## src/uam_map.svh

```systemverilog
`ifndef UAM_MAP_SVH
`define UAM_MAP_SVH
`define UAM_FIFO_DEPTH      4
`define UAM_OVS_8           4'h7
`define UAM_OVS_16          4'hf
`define UAM_BRK_MIN         4'hb
`define UAM_BRK_MAX         4'he
`define UAM_LAST_DATA_BIT   4'h7
`define UAM_RX_NE_BIT       0
`define UAM_RX_PAR_BIT      1
`define UAM_RX_STOP_BIT     2
`define UAM_RX_BRK_BIT      3
`define UAM_RX_OVR_BIT      4
`define UAM_RX_HIT_BIT      5
`define UAM_RX_ADR_BIT      6
`define UAM_TX_DONE_BIT     0
`define UAM_TX_EMPTY_BIT    1
`define UAM_TX_FULL_BIT     2
`define UAM_TX_ROOM_BIT     3
`endif

```

## src/uam_pkg.sv

```systemverilog
package uam_pkg;
    typedef enum logic [2:0] {
        UAM_ADDR_NONE,
        UAM_ADDR_SW_BYTE,
        UAM_ADDR_SW_BUF,
        UAM_ADDR_HW_BYTE,
        UAM_ADDR_HW_BUF
    } uam_addr_mode_e;
    typedef enum {UAM_IDLE, UAM_START, UAM_DATA, UAM_MARK, UAM_STOP,
                  UAM_BREAK} uam_state_e;
endpackage

```

## src/uam_top.sv

```systemverilog
`timescale 1ns/100ps
`include "uam_map.svh"
module uam_top import uam_pkg::*; #(
    parameter int DEPTH       = `UAM_FIFO_DEPTH,
    parameter bit HALF_DUPLEX = 1'b0
) (
    input  wire logic           clk_sys,
    input  wire logic           rst,
    input  wire logic           ovs_sixteen,
    input  wire uam_addr_mode_e addr_mode,
    input  wire logic [7:0]     rx_addr1,
    input  wire logic [7:0]     rx_addr2,
    input  wire logic           break_enable,
    input  wire logic [3:0]     break_bits,
    input  wire logic           vote_enable,
    input  wire logic           crc_enable,
    input  wire logic [6:0]     rx_int_mask,
    input  wire logic [3:0]     tx_int_mask,
    input  wire logic           tx_wr,
    input  wire logic [7:0]     tx_wdata,
    input  wire logic           tx_wmark,
    input  wire logic           tx_send_break,
    input  wire logic           rx_rd,
    input  wire logic           rx_status_clr,
    input  wire logic           rx_line,
    output logic                tx_line,
    output logic                tx_enable,
    output logic [7:0]          rx_rdata,
    output logic [6:0]          rx_status,
    output logic [3:0]          tx_status,
    output logic                rx_interrupt,
    output logic                tx_interrupt,
    output logic                tx_crc_data,
    output logic                tx_crc_clk,
    output logic                rx_crc_data,
    output logic                rx_crc_clk
);
    if (DEPTH != `UAM_FIFO_DEPTH) begin : g_depth_check
        $error("DEPTH must be four");
    end

    // ****************************************************************
    // Bit timing and shared FIFO bookkeeping.
    // ****************************************************************
    logic [3:0] ovs_top;
    logic [7:0] txq [DEPTH];
    logic       txq_mark [DEPTH];
    logic [7:0] rxq [DEPTH];
    logic [2:0] tx_cnt, rx_cnt, next_tx_cnt, next_rx_cnt;
    logic [1:0] tx_rp, tx_wp, rx_rp, rx_wp;
    assign ovs_top = ovs_sixteen ? `UAM_OVS_16 : `UAM_OVS_8;

    // ****************************************************************
    // Transmitter.
    // ****************************************************************
    uam_state_e tst, next_tst;
    logic [3:0] t_sub, next_t_sub;
    logic [3:0] t_bit, next_t_bit;
    logic [7:0] t_sh, next_t_sh;
    logic       t_mk, next_t_mk;
    logic       t_done, next_t_done;
    logic       tx_pop, tx_push;
    logic       t_line_n, t_crc_c, t_crc_d;
    assign tx_push = tx_wr && (tx_cnt != 3'(DEPTH));

    always_comb begin
        next_tst = tst;
        next_t_sub = t_sub;
        next_t_bit = t_bit;
        next_t_sh = t_sh;
        next_t_mk = t_mk;
        next_t_done = t_done;
        tx_pop = 1'b0;
        t_line_n = 1'b1;
        t_crc_c = 1'b0;
        t_crc_d = t_sh[0];
        if (tst != UAM_IDLE) begin
            next_t_sub = (t_sub == ovs_top) ? 4'h0 : t_sub + 4'h1;
        end
        case (tst)
            UAM_IDLE: begin
                next_t_sub = 4'h0;
                next_t_bit = 4'h0;
                if (break_enable && tx_send_break) begin
                    next_tst = UAM_BREAK;
                    next_t_done = 1'b0;
                end else if (tx_cnt != 3'h0) begin
                    next_tst = UAM_START;
                    next_t_sh = txq[tx_rp];
                    next_t_mk = txq_mark[tx_rp];
                    next_t_done = 1'b0;
                    tx_pop = 1'b1;
                end
            end
            UAM_START: begin
                t_line_n = 1'b0;
                if (t_sub == ovs_top) next_tst = UAM_DATA;
            end
            UAM_DATA: begin
                t_line_n = t_sh[0];
                t_crc_c = crc_enable && (t_sub > (ovs_top >> 1));
                if (t_sub == ovs_top) begin
                    next_t_sh = {1'b0, t_sh[7:1]};
                    next_t_bit = t_bit + 4'h1;
                    if (t_bit == `UAM_LAST_DATA_BIT) begin
                        next_tst = (addr_mode != UAM_ADDR_NONE) ?
                                   UAM_MARK : UAM_STOP;
                    end
                end
            end
            UAM_MARK: begin
                t_line_n = t_mk;
                if (t_sub == ovs_top) next_tst = UAM_STOP;
            end
            UAM_STOP: begin
                if (t_sub == ovs_top) begin
                    next_tst = UAM_IDLE;
                    next_t_done = (tx_cnt == 3'h0);
                end
            end
            UAM_BREAK: begin
                t_line_n = 1'b0;
                if (t_sub == ovs_top) begin
                    next_t_bit = t_bit + 4'h1;
                    if (t_bit == break_bits - 4'h1) next_tst = UAM_STOP;
                end
            end
            default: next_tst = UAM_IDLE;
        endcase
        if (tx_push) next_t_done = 1'b0;
    end

    always_ff @(posedge clk_sys) begin
        if (rst) begin
            tst <= UAM_IDLE;
            t_sub <= 4'h0;
            t_bit <= 4'h0;
            t_sh <= 8'h00;
            t_mk <= 1'b0;
            t_done <= 1'b0;
            tx_line <= 1'b1;
            tx_crc_clk <= 1'b0;
            tx_crc_data <= 1'b0;
        end else begin
            tst <= next_tst;
            t_sub <= next_t_sub;
            t_bit <= next_t_bit;
            t_sh <= next_t_sh;
            t_mk <= next_t_mk;
            t_done <= next_t_done;
            tx_line <= t_line_n;
            tx_crc_clk <= t_crc_c;
            tx_crc_data <= t_crc_d;
        end
    end
    assign tx_enable = (tst != UAM_IDLE) || (tx_cnt != 3'h0);

    // ****************************************************************
    // Receiver with optional majority vote.
    // ****************************************************************
    uam_state_e rst_q, next_rst_q;
    logic [3:0] r_sub, next_r_sub;
    logic [3:0] r_bit, next_r_bit;
    logic [7:0] r_sh, next_r_sh;
    logic [1:0] r_smp, next_r_smp;
    logic       r_zero, next_r_zero;
    logic       r_par, next_r_par;
    logic       r_sel, next_r_sel;
    logic       r_val, r_end, r_push, r_crc_c;
    logic [3:0] mid;
    logic [6:0] ev;
    assign mid = ovs_top >> 1;
    assign r_val = vote_enable ?
        ((r_smp[0] & r_smp[1]) | (r_smp[0] & rx_line) | (r_smp[1] & rx_line))
        : rx_line;
    assign r_end = (r_sub == mid + 4'h1);

    always_comb begin
        next_rst_q = rst_q;
        next_r_sub = r_sub + 4'h1;
        next_r_bit = r_bit;
        next_r_sh = r_sh;
        next_r_zero = r_zero;
        next_r_par = r_par;
        next_r_sel = r_sel;
        next_r_smp = r_smp;
        if (r_sub == mid - 4'h1) next_r_smp[0] = rx_line;
        if (r_sub == mid) next_r_smp[1] = rx_line;
        if (r_sub == ovs_top) next_r_sub = 4'h0;
        ev = 7'h00;
        r_push = 1'b0;
        r_crc_c = 1'b0;
        case (rst_q)
            UAM_IDLE: begin
                next_r_sub = 4'h0;
                next_r_bit = 4'h0;
                next_r_zero = 1'b1;
                if (!rx_line) next_rst_q = UAM_START;
            end
            UAM_START: begin
                if (r_end) begin
                    if (r_val) next_rst_q = UAM_IDLE;
                    else next_rst_q = UAM_DATA;
                end
            end
            UAM_DATA: begin
                if (r_end) begin
                    r_crc_c = crc_enable;
                    next_r_sh = {r_val, r_sh[7:1]};
                    next_r_zero = r_zero & ~r_val;
                    next_r_bit = r_bit + 4'h1;
                    if (r_bit == `UAM_LAST_DATA_BIT) begin
                        next_rst_q = (addr_mode != UAM_ADDR_NONE) ?
                                     UAM_MARK : UAM_STOP;
                    end
                end
            end
            UAM_MARK: begin
                if (r_end) begin
                    next_r_par = r_val;
                    next_r_zero = r_zero & ~r_val;
                    next_rst_q = UAM_STOP;
                end
            end
            UAM_STOP: begin
                if (r_end) begin
                    next_rst_q = UAM_IDLE;
                    if (!r_val && r_zero && break_enable) begin
                        ev[`UAM_RX_BRK_BIT] = 1'b1;
                        next_rst_q = UAM_BREAK;
                    end else if (!r_val) begin
                        ev[`UAM_RX_STOP_BIT] = 1'b1;
                    end else if (r_par && addr_mode != UAM_ADDR_NONE) begin
                        ev[`UAM_RX_ADR_BIT] = 1'b1;
                        ev[`UAM_RX_PAR_BIT] = 1'b1;
                        next_r_sel = (r_sh == rx_addr1) ||
                            (!HALF_DUPLEX && r_sh == rx_addr2);
                        ev[`UAM_RX_HIT_BIT] = next_r_sel;
                        r_push = (addr_mode == UAM_ADDR_HW_BYTE) ?
                                 next_r_sel :
                                 (addr_mode != UAM_ADDR_HW_BUF);
                    end else begin
                        r_push = (addr_mode == UAM_ADDR_HW_BYTE ||
                                  addr_mode == UAM_ADDR_HW_BUF) ?
                                 r_sel : 1'b1;
                    end
                end
            end
            UAM_BREAK: begin
                if (rx_line) next_rst_q = UAM_IDLE;
            end
            default: next_rst_q = UAM_IDLE;
        endcase
        if (r_push && rx_cnt == 3'(DEPTH)) begin
            ev[`UAM_RX_OVR_BIT] = 1'b1;
            r_push = 1'b0;
        end
    end

    always_ff @(posedge clk_sys) begin
        if (rst) begin
            rst_q <= UAM_IDLE;
            r_sub <= 4'h0;
            r_bit <= 4'h0;
            r_sh <= 8'h00;
            r_smp <= 2'h3;
            r_zero <= 1'b1;
            r_par <= 1'b0;
            r_sel <= 1'b0;
            rx_crc_clk <= 1'b0;
            rx_crc_data <= 1'b0;
        end else begin
            rst_q <= next_rst_q;
            r_sub <= next_r_sub;
            r_bit <= next_r_bit;
            r_sh <= next_r_sh;
            r_smp <= next_r_smp;
            r_zero <= next_r_zero;
            r_par <= next_r_par;
            r_sel <= next_r_sel;
            rx_crc_clk <= r_crc_c;
            rx_crc_data <= r_val;
        end
    end

    // ****************************************************************
    // FIFOs, status and interrupts.
    // ****************************************************************
    logic       rx_pop;
    logic [6:0] next_rx_status;
    assign rx_pop = rx_rd && (rx_cnt != 3'h0);
    assign next_tx_cnt = tx_cnt + 3'(tx_push) - 3'(tx_pop);
    assign next_rx_cnt = rx_cnt + 3'(r_push) - 3'(rx_pop);

    always_comb begin
        next_rx_status = rx_status;
        if (rx_status_clr) next_rx_status = 7'h00;
        next_rx_status = next_rx_status | ev;
        next_rx_status[`UAM_RX_NE_BIT] = (next_rx_cnt != 3'h0);
    end

    always_ff @(posedge clk_sys) begin
        if (rst) begin
            tx_cnt <= 3'h0;
            rx_cnt <= 3'h0;
            tx_rp <= 2'h0;
            tx_wp <= 2'h0;
            rx_rp <= 2'h0;
            rx_wp <= 2'h0;
            rx_status <= 7'h00;
            rx_rdata <= 8'h00;
        end else begin
            tx_cnt <= next_tx_cnt;
            rx_cnt <= next_rx_cnt;
            rx_status <= next_rx_status;
            if (tx_push) begin
                txq[tx_wp] <= tx_wdata;
                txq_mark[tx_wp] <= tx_wmark;
                tx_wp <= tx_wp + 2'h1;
            end
            if (tx_pop) tx_rp <= tx_rp + 2'h1;
            if (r_push) begin
                rxq[rx_wp] <= r_sh;
                rx_wp <= rx_wp + 2'h1;
            end
            if (rx_pop) begin
                rx_rdata <= rxq[rx_rp];
                rx_rp <= rx_rp + 2'h1;
            end
        end
    end

    always_comb begin
        tx_status = 4'h0;
        tx_status[`UAM_TX_DONE_BIT] = t_done;
        tx_status[`UAM_TX_EMPTY_BIT] = (tx_cnt == 3'h0);
        tx_status[`UAM_TX_FULL_BIT] = (tx_cnt == 3'(DEPTH));
        tx_status[`UAM_TX_ROOM_BIT] = (tx_cnt != 3'(DEPTH));
    end
    assign rx_interrupt = |(rx_status & rx_int_mask);
    assign tx_interrupt = !HALF_DUPLEX && |(tx_status & tx_int_mask);
endmodule

```

## config.mk

```make
export PLATFORM = sky130hd
export DESIGN_NAME = uam_top
export DESIGN_NICKNAME = d
export VERILOG_FILES = /design/src/uam_pkg.sv /design/src/uam_top.sv
export VERILOG_INCLUDE_DIRS = /design/src
export SDC_FILE = /design/constraint.sdc
export NUM_CORES = 1
export LEC_CHECK = 0
export BUFFER_PORTS_ARGS = -buffer_cell sky130_fd_sc_hd__clkbuf_2
export CORE_MARGIN = 5
export CORE_UTILIZATION = 40
export DETAILED_ROUTE_END_ITERATION = 12
export SYNTH_ARGS = -nofsm -noshare
export SYNTH_HDL_FRONTEND = slang
export SYNTH_SLANG_ARGS = --single-unit
```

## constraint.sdc

```tcl
create_clock -name clk_sys -period 6.8 [get_ports clk_sys]
set_input_delay 1.02 -clock clk_sys [delete_from_list [all_inputs] [get_ports clk_sys]]
set_output_delay 1.02 -clock clk_sys [all_outputs]
set_load 0.02 [all_outputs]
```

---- After elaboration in Yosys (flattened, before gate mapping) ----
Memories as Yosys holds them, arrays and structs flattened. A register that Yosys moved wholly into a read port is not among the register bits.
Cells that the tools add are included.
operators by class
  add/sub/neg operators ................... 15
  magnitude comparators ................... 1
  eq/ne operators ......................... 45
  mux-type cells .......................... 72
  bitwise operators ....................... 15
  reductions and logical operators ........ 46
operator list
  kind                 number
  $mux 32              16
  $pmux 32 s6          2
  $eq 32x2->1 const B  4
  $eq 32x3->1 const B  4
  $eq 32x1->1 const B  2
  $logic_not 32->1     2
  $ne 2x2->1 const B   16
  $reduce_bool 32->1   1
  $mux 1               27
  $mux 8               3
  $eq 4x4->1           5
  $mux 2               9
  $add 4x1->4 const B  4
  $eq 8x8->1           2
  $mux 4               4
  $pmux 4 s2           2
  $pmux 8 s2           1
  $mux 3               4
  $reduce_bool 3->1    4
  $reduce_or 2->1      6
  $reduce_and 2->1     5
  $reduce_bool 2->1    5
  $eq 3x3->1 const B   3
  $ne 3x3->1 const B   3
  other kinds (32)     60
word-level totals
  register bits ........................... 128
  memory bits (writable) .................. 68
  output and inout bits ................... 27
  word-level logic and storage cells ...... 223
  memories kept ........................... 3
memories
  memory    words  bits a word  rd ports  clocked after memory_dff  write ports  RTL line       source
  rxq       4      8            1         1                         1            uam_top.sv:48  logic [7:0] rxq [DEPTH];
  txq       4      8            1         1                         1            uam_top.sv:46  logic [7:0] txq [DEPTH];
  txq_mark  4      1            1         1                         1            uam_top.sv:47  logic txq_mark [DEPTH];

---- Logic depth before layout (Yosys ltp) ----
  depth in word-level cells ............... 15
  mapped depth ............................ 14

---- Worst setup path after synthesis ----
No wires, ideal clock.
  path type ............................... input to register
  start point ............................. input port ovs_sixteen
  end point ............................... register rx_status[0]
  arrival ................................. 3.423 ns
  data required time ...................... 6.668 ns
  path slack .............................. 3.245 ns
  stages .................................. 13
  path through ............................ buf_2 nand4bb_4 nand2_1 and4_1 a31oi_2 or2_1 ha_1 inv_1 ha_1 fa_1 xnor2_1 xnor2_1 a21oi_1
between the ends
  word-level cells in the longest chain between the ends .. 10
RTL lines
  what                         RTL line        source
  from (decl)                  uam_top.sv:9    input wire logic ovs_sixteen,
  $mux 4 (no source line) (*)  --
  $add 3x1->4 (*)              uam_top.sv:176  assign r_end = (r_sub == mid + 4'h1);
  $eq 4x4->1 (*)               uam_top.sv:176
  $mux 1 (*)                   uam_top.sv:226  if (r_end) begin
  $mux 1 (*)                   uam_top.sv:193  case (rst_q)
  $logic_and 1x1->1            uam_top.sv:254  if (r_push && rx_cnt == 3'(DEPTH)) begin
  $mux 1 (*)                   uam_top.sv:254
  $add 3x1->3 (*)              uam_top.sv:293  assign next_rx_cnt = rx_cnt + 3'(r_push) - 3'(rx_pop);
  $sub 3x1->3 (*)              uam_top.sv:293
  $reduce_bool 3->1 (*)        uam_top.sv:299  next_rx_status[`UAM_RX_NE_BIT] = (next_rx_cnt != 3'h0);
  to (signal assigned)         uam_top.sv:315  rx_status <= next_rx_status;
  to (decl)                    uam_top.sv:29   output logic [6:0] rx_status,
Every way passes the cells marked *; elsewhere a longest branch is shown, timed or not.
A chain may end at the register's enable or synchronous reset.

---- Worst setup path in the final report ----
Same ends and word-level chain as after synthesis.

==> flow_metrics.py <==
metrics = {
    "synthesis": {
        "synthesis.area_per_instance_sq_um": 11.7,
        "yosysWarningCount": 0,
        "post_synth_arst_share_pct": 0,
        "synth_top_cells_by_area": "edfxtp_1 30%, dfxtp_1 24%, mux4_2 5.7%",
        "synth_enable_flop_cells": 68,
        "netlist_area_sq_um": 6750,
        "synth_top_cell_area_share_pct": 30.3,
        "synth.largest_area_cell": "edfxtp_1",
        "ys_seq_area_share_pct": 54.3,
        "syn_nets": 651,
        "synth_flop_cell": "dfxtp_1",
        "register_bit_total_from_synthesis": 149,
        "synthesized_instance_count": 575,
        "synth.distinct_cells": 72,
        "yosys-top-cells-count": "81 x dfxtp_1, 68 x edfxtp_1, 50 x nor2_1",
        "synth_most_common_cell": "dfxtp_1",
    },
    "cts": {
        "cts_hold_repair.buffers": 0,
        "cts_max_level": 4,
        "cts_buffer_depth": 2,
        "post_cts_clock_slew_at_the_launch_and_capture_registers_of_the_worst_setup_and_hold_paths_ns": 0.06,
        "cts.sink_count": 149,
        "cts-buffers-inserted": 17,
        "cts_tree": "done",
        "clockRootBuffer": "clkbuf_16",
        "postCtsSetupBuffers": 0,
        "cts_resized": 0,
        "insertion_delay_ns": 0.42,
    },
    "routing": {
        "ant_nets": 0,
        "wire_per_inst_um": 15.5,
        "via_per_inst": 5.18,
        "vias": 4573,
        "drt_wl_total_mm": 13.6,
        "drt_iter0_markers": 277,
        "first_pass_iters": 5,
        "drcViolationCount": 0,
    },
    "sta": {
        "grt_setup_unrepaired": "no",
        "finalHoldViolations": 0,
        "maximum_clock_skew_at_final_layout_ns": 0.0102,
        "fin_setup_tns_ns": 0,
        "slew_viol_final": 0,
        "max-slew-margin-rel_pct": 29.1,
        "layout_min_cycle_time_ns": 3.43,
        "timing_worst_slew_pin_value_ns": 1.06,
        "worst_hold_slack_ns": 0.453,
        "period_share_pct": 50.4,
        "highest_achievable_clock_rate_ghz": 0.292,
        "setup_viol": 0,
    },
    "floorplan": {
        "die_width_um": 140,
        "floorplan.core_area_sq_um": 16600,
        "std_cell_rows": 47,
        "io_pins": 81,
        "full_die_area_sq_um": 19600,
        "initial_utilization_pct": 40.7,
        "dieHeight_um": 140,
    },
    "hold_path": {
        "worstHoldStart": "rx_rdata[1]",
        "hold_class": "reg -> reg",
    },
    "place": {
        "final_estimated_routing_congestion_in_global_placement": 0.813,
        "detailedPlacementHpwl_mm": 9.76,
        "placement.io_buffers": 80,
    },
    "layout": {
        "finish.net_count": 725,
        "syn2layout_area_growth_pct": 18.1,
        "filler_cell_count": 1505,
        "antenna-diode-count": 0,
        "layout-drive-gt1-share_pct": 22.5,
    },
    "grt": {
        "grt_util_all_layers_pct": 14.2,
        "number_of_antenna_violations_at_the_first_check_in_global_routing": 0,
        "grt_first_pass_wirelength_mm": 22.5,
        "grt_pass1_vias": 4535,
        "grt_start_max_net_pins": 45,
        "gr-total-overflow": 0,
    },
    "critical_path": {
        "start_kind": "primary input",
        "path_class": "in -> reg",
        "worst_ep_arrival_time_ns": 3.69,
        "regToRegStartpoint": "r_sub[0]",
        "worstSetupStartpoint": "ovs_sixteen",
        "critical_path_required_ns": 7.06,
        "critPathMaxFanout": 8,
        "critical_path_sink_type": "register",
    },
    "pwr": {
        "vdd_ir_drop_max_uv": 205,
        "power.density_cell_area_nw_per_um2": 342,
        "power.static_leakage_nw": 2.89,
    },
    "run": {
        "max_cap_viol_count": 0,
    },
    "outcome": {
        "outcome": "finished, final reports clean",
    },
}
[cell type report]
| class | count | area, sq um | share of cell area [%] |
|---|---|---|---|
| inverter | 23 | 86.3 | 1.08 |
| tap | 220 | 275 | 3.45 |
| timing repair buffer | 85 | 438 | 5.49 |
| multi-input combinational | 373 | 2870 | 36.0 |
| sequential | 149 | 3660 | 46.0 |
| clock buffer | 18 | 429 | 5.38 |
| clock inverter | 14 | 213 | 2.67 |
[logic make-up after synthesis]
logic type	Yosys count	synth area share, %
simple gates	187	14.9
flops	149	54.3
compound gates	91	10.1
buf+inv	53	3.26
xor+xnor	41	5.32
mux	32	7.91
fa+ha+maj	22	4.30
[worst max-delay path, stage by stage]
cell and delay [ns]:
clkbuf_2 0.18, nand4bb_4 0.30, nand2_1 0.26, and4_1 0.25
a31oi_2 0.15, or2_1 0.25, ha_1 0.27, inv_1 0.04
ha_1 0.18, fa_1 0.37, xnor2_1 0.17, xnor2_1 0.16
a21oi_1 0.09
[through the flow]
| stage | total power [W] | cell area [sq um] | utilization [%] | cells | setup slack (ns) |
|---|---|---|---|---|---|
| finish | 0.00273 | 7970 | 48.1 | 882 | 3.37 |
| global route | 0.00288 | 7970 | 48.1 | 882 | 3.20 |
| CTS | 0.00276 | 7970 | 48.1 | 882 | 3.38 |
| detailed placement | 0.00173 | 7330 | 44.2 | 850 | 2.95 |
| global placement | 0.00172 | 7330 | 44.2 | 850 | 3.01 |
| floorplan | 0.00159 | 6750 | - | 575 | 3.24 |
[layout by cell type, fill, tap and decap left out, types with 8 or more instances in the layout]
| cell type | n |
|---|---|
| a21oi_1 | 26 |
| a311oi_1 | 9 |
| and2_1 | 8 |
| clkbuf_16 | 17 |
| clkbuf_2 | 80 |
| dfxtp_1 | 81 |
| edfxtp_1 | 68 |
| ha_1 | 20 |
| inv_1 | 23 |
| mux2i_1 | 14 |
| mux4_2 | 17 |
| nand2_1 | 49 |
| nand3_1 | 17 |
| nor2_1 | 50 |
| nor2b_1 | 8 |
| o21ai_0 | 10 |
| xnor2_1 | 33 |
| xor2_1 | 8 |
[state kept, by name, indices dropped and copies added (netlist names), 3 cells and up, named ones only]
name and cells:
rxq 32, txq 32, r_sh 8, rx_rdata 8
t_sh 8, rx_status 7, r_bit 4, r_sub 4
t_bit 4, t_sub 4, txq_mark 4, rst_q 3
rx_cnt 3, tst 3, tx_cnt 3
[routing by layer]
metal	vias to the layer above	track usage (%)	routed length (um)
li1	2242	-	-
met1	2194	17.7	5990
met2	120	23.9	6690
met3	17	3.99	757
met4	0	4.59	194
met5	-	0	0
[power breakdown]
group	switching (W)	internal [W]
Clock	0.000388	0.000628
Sequential	0.000104	0.00103
Combinational	0.000327	0.000252
Total	0.000819	0.00191
[final timing paths]
check                           slack (ns)  depth (start not counted)           end
worst min-delay path                  0.45                          2   rx_rdata[1]
worst min register to register        0.45                          2   rx_rdata[1]
worst max register to register        3.53                         14  rx_status[0]
worst max-delay path                  3.37                         13  rx_status[0]
(Power assumes the default switching activity.)
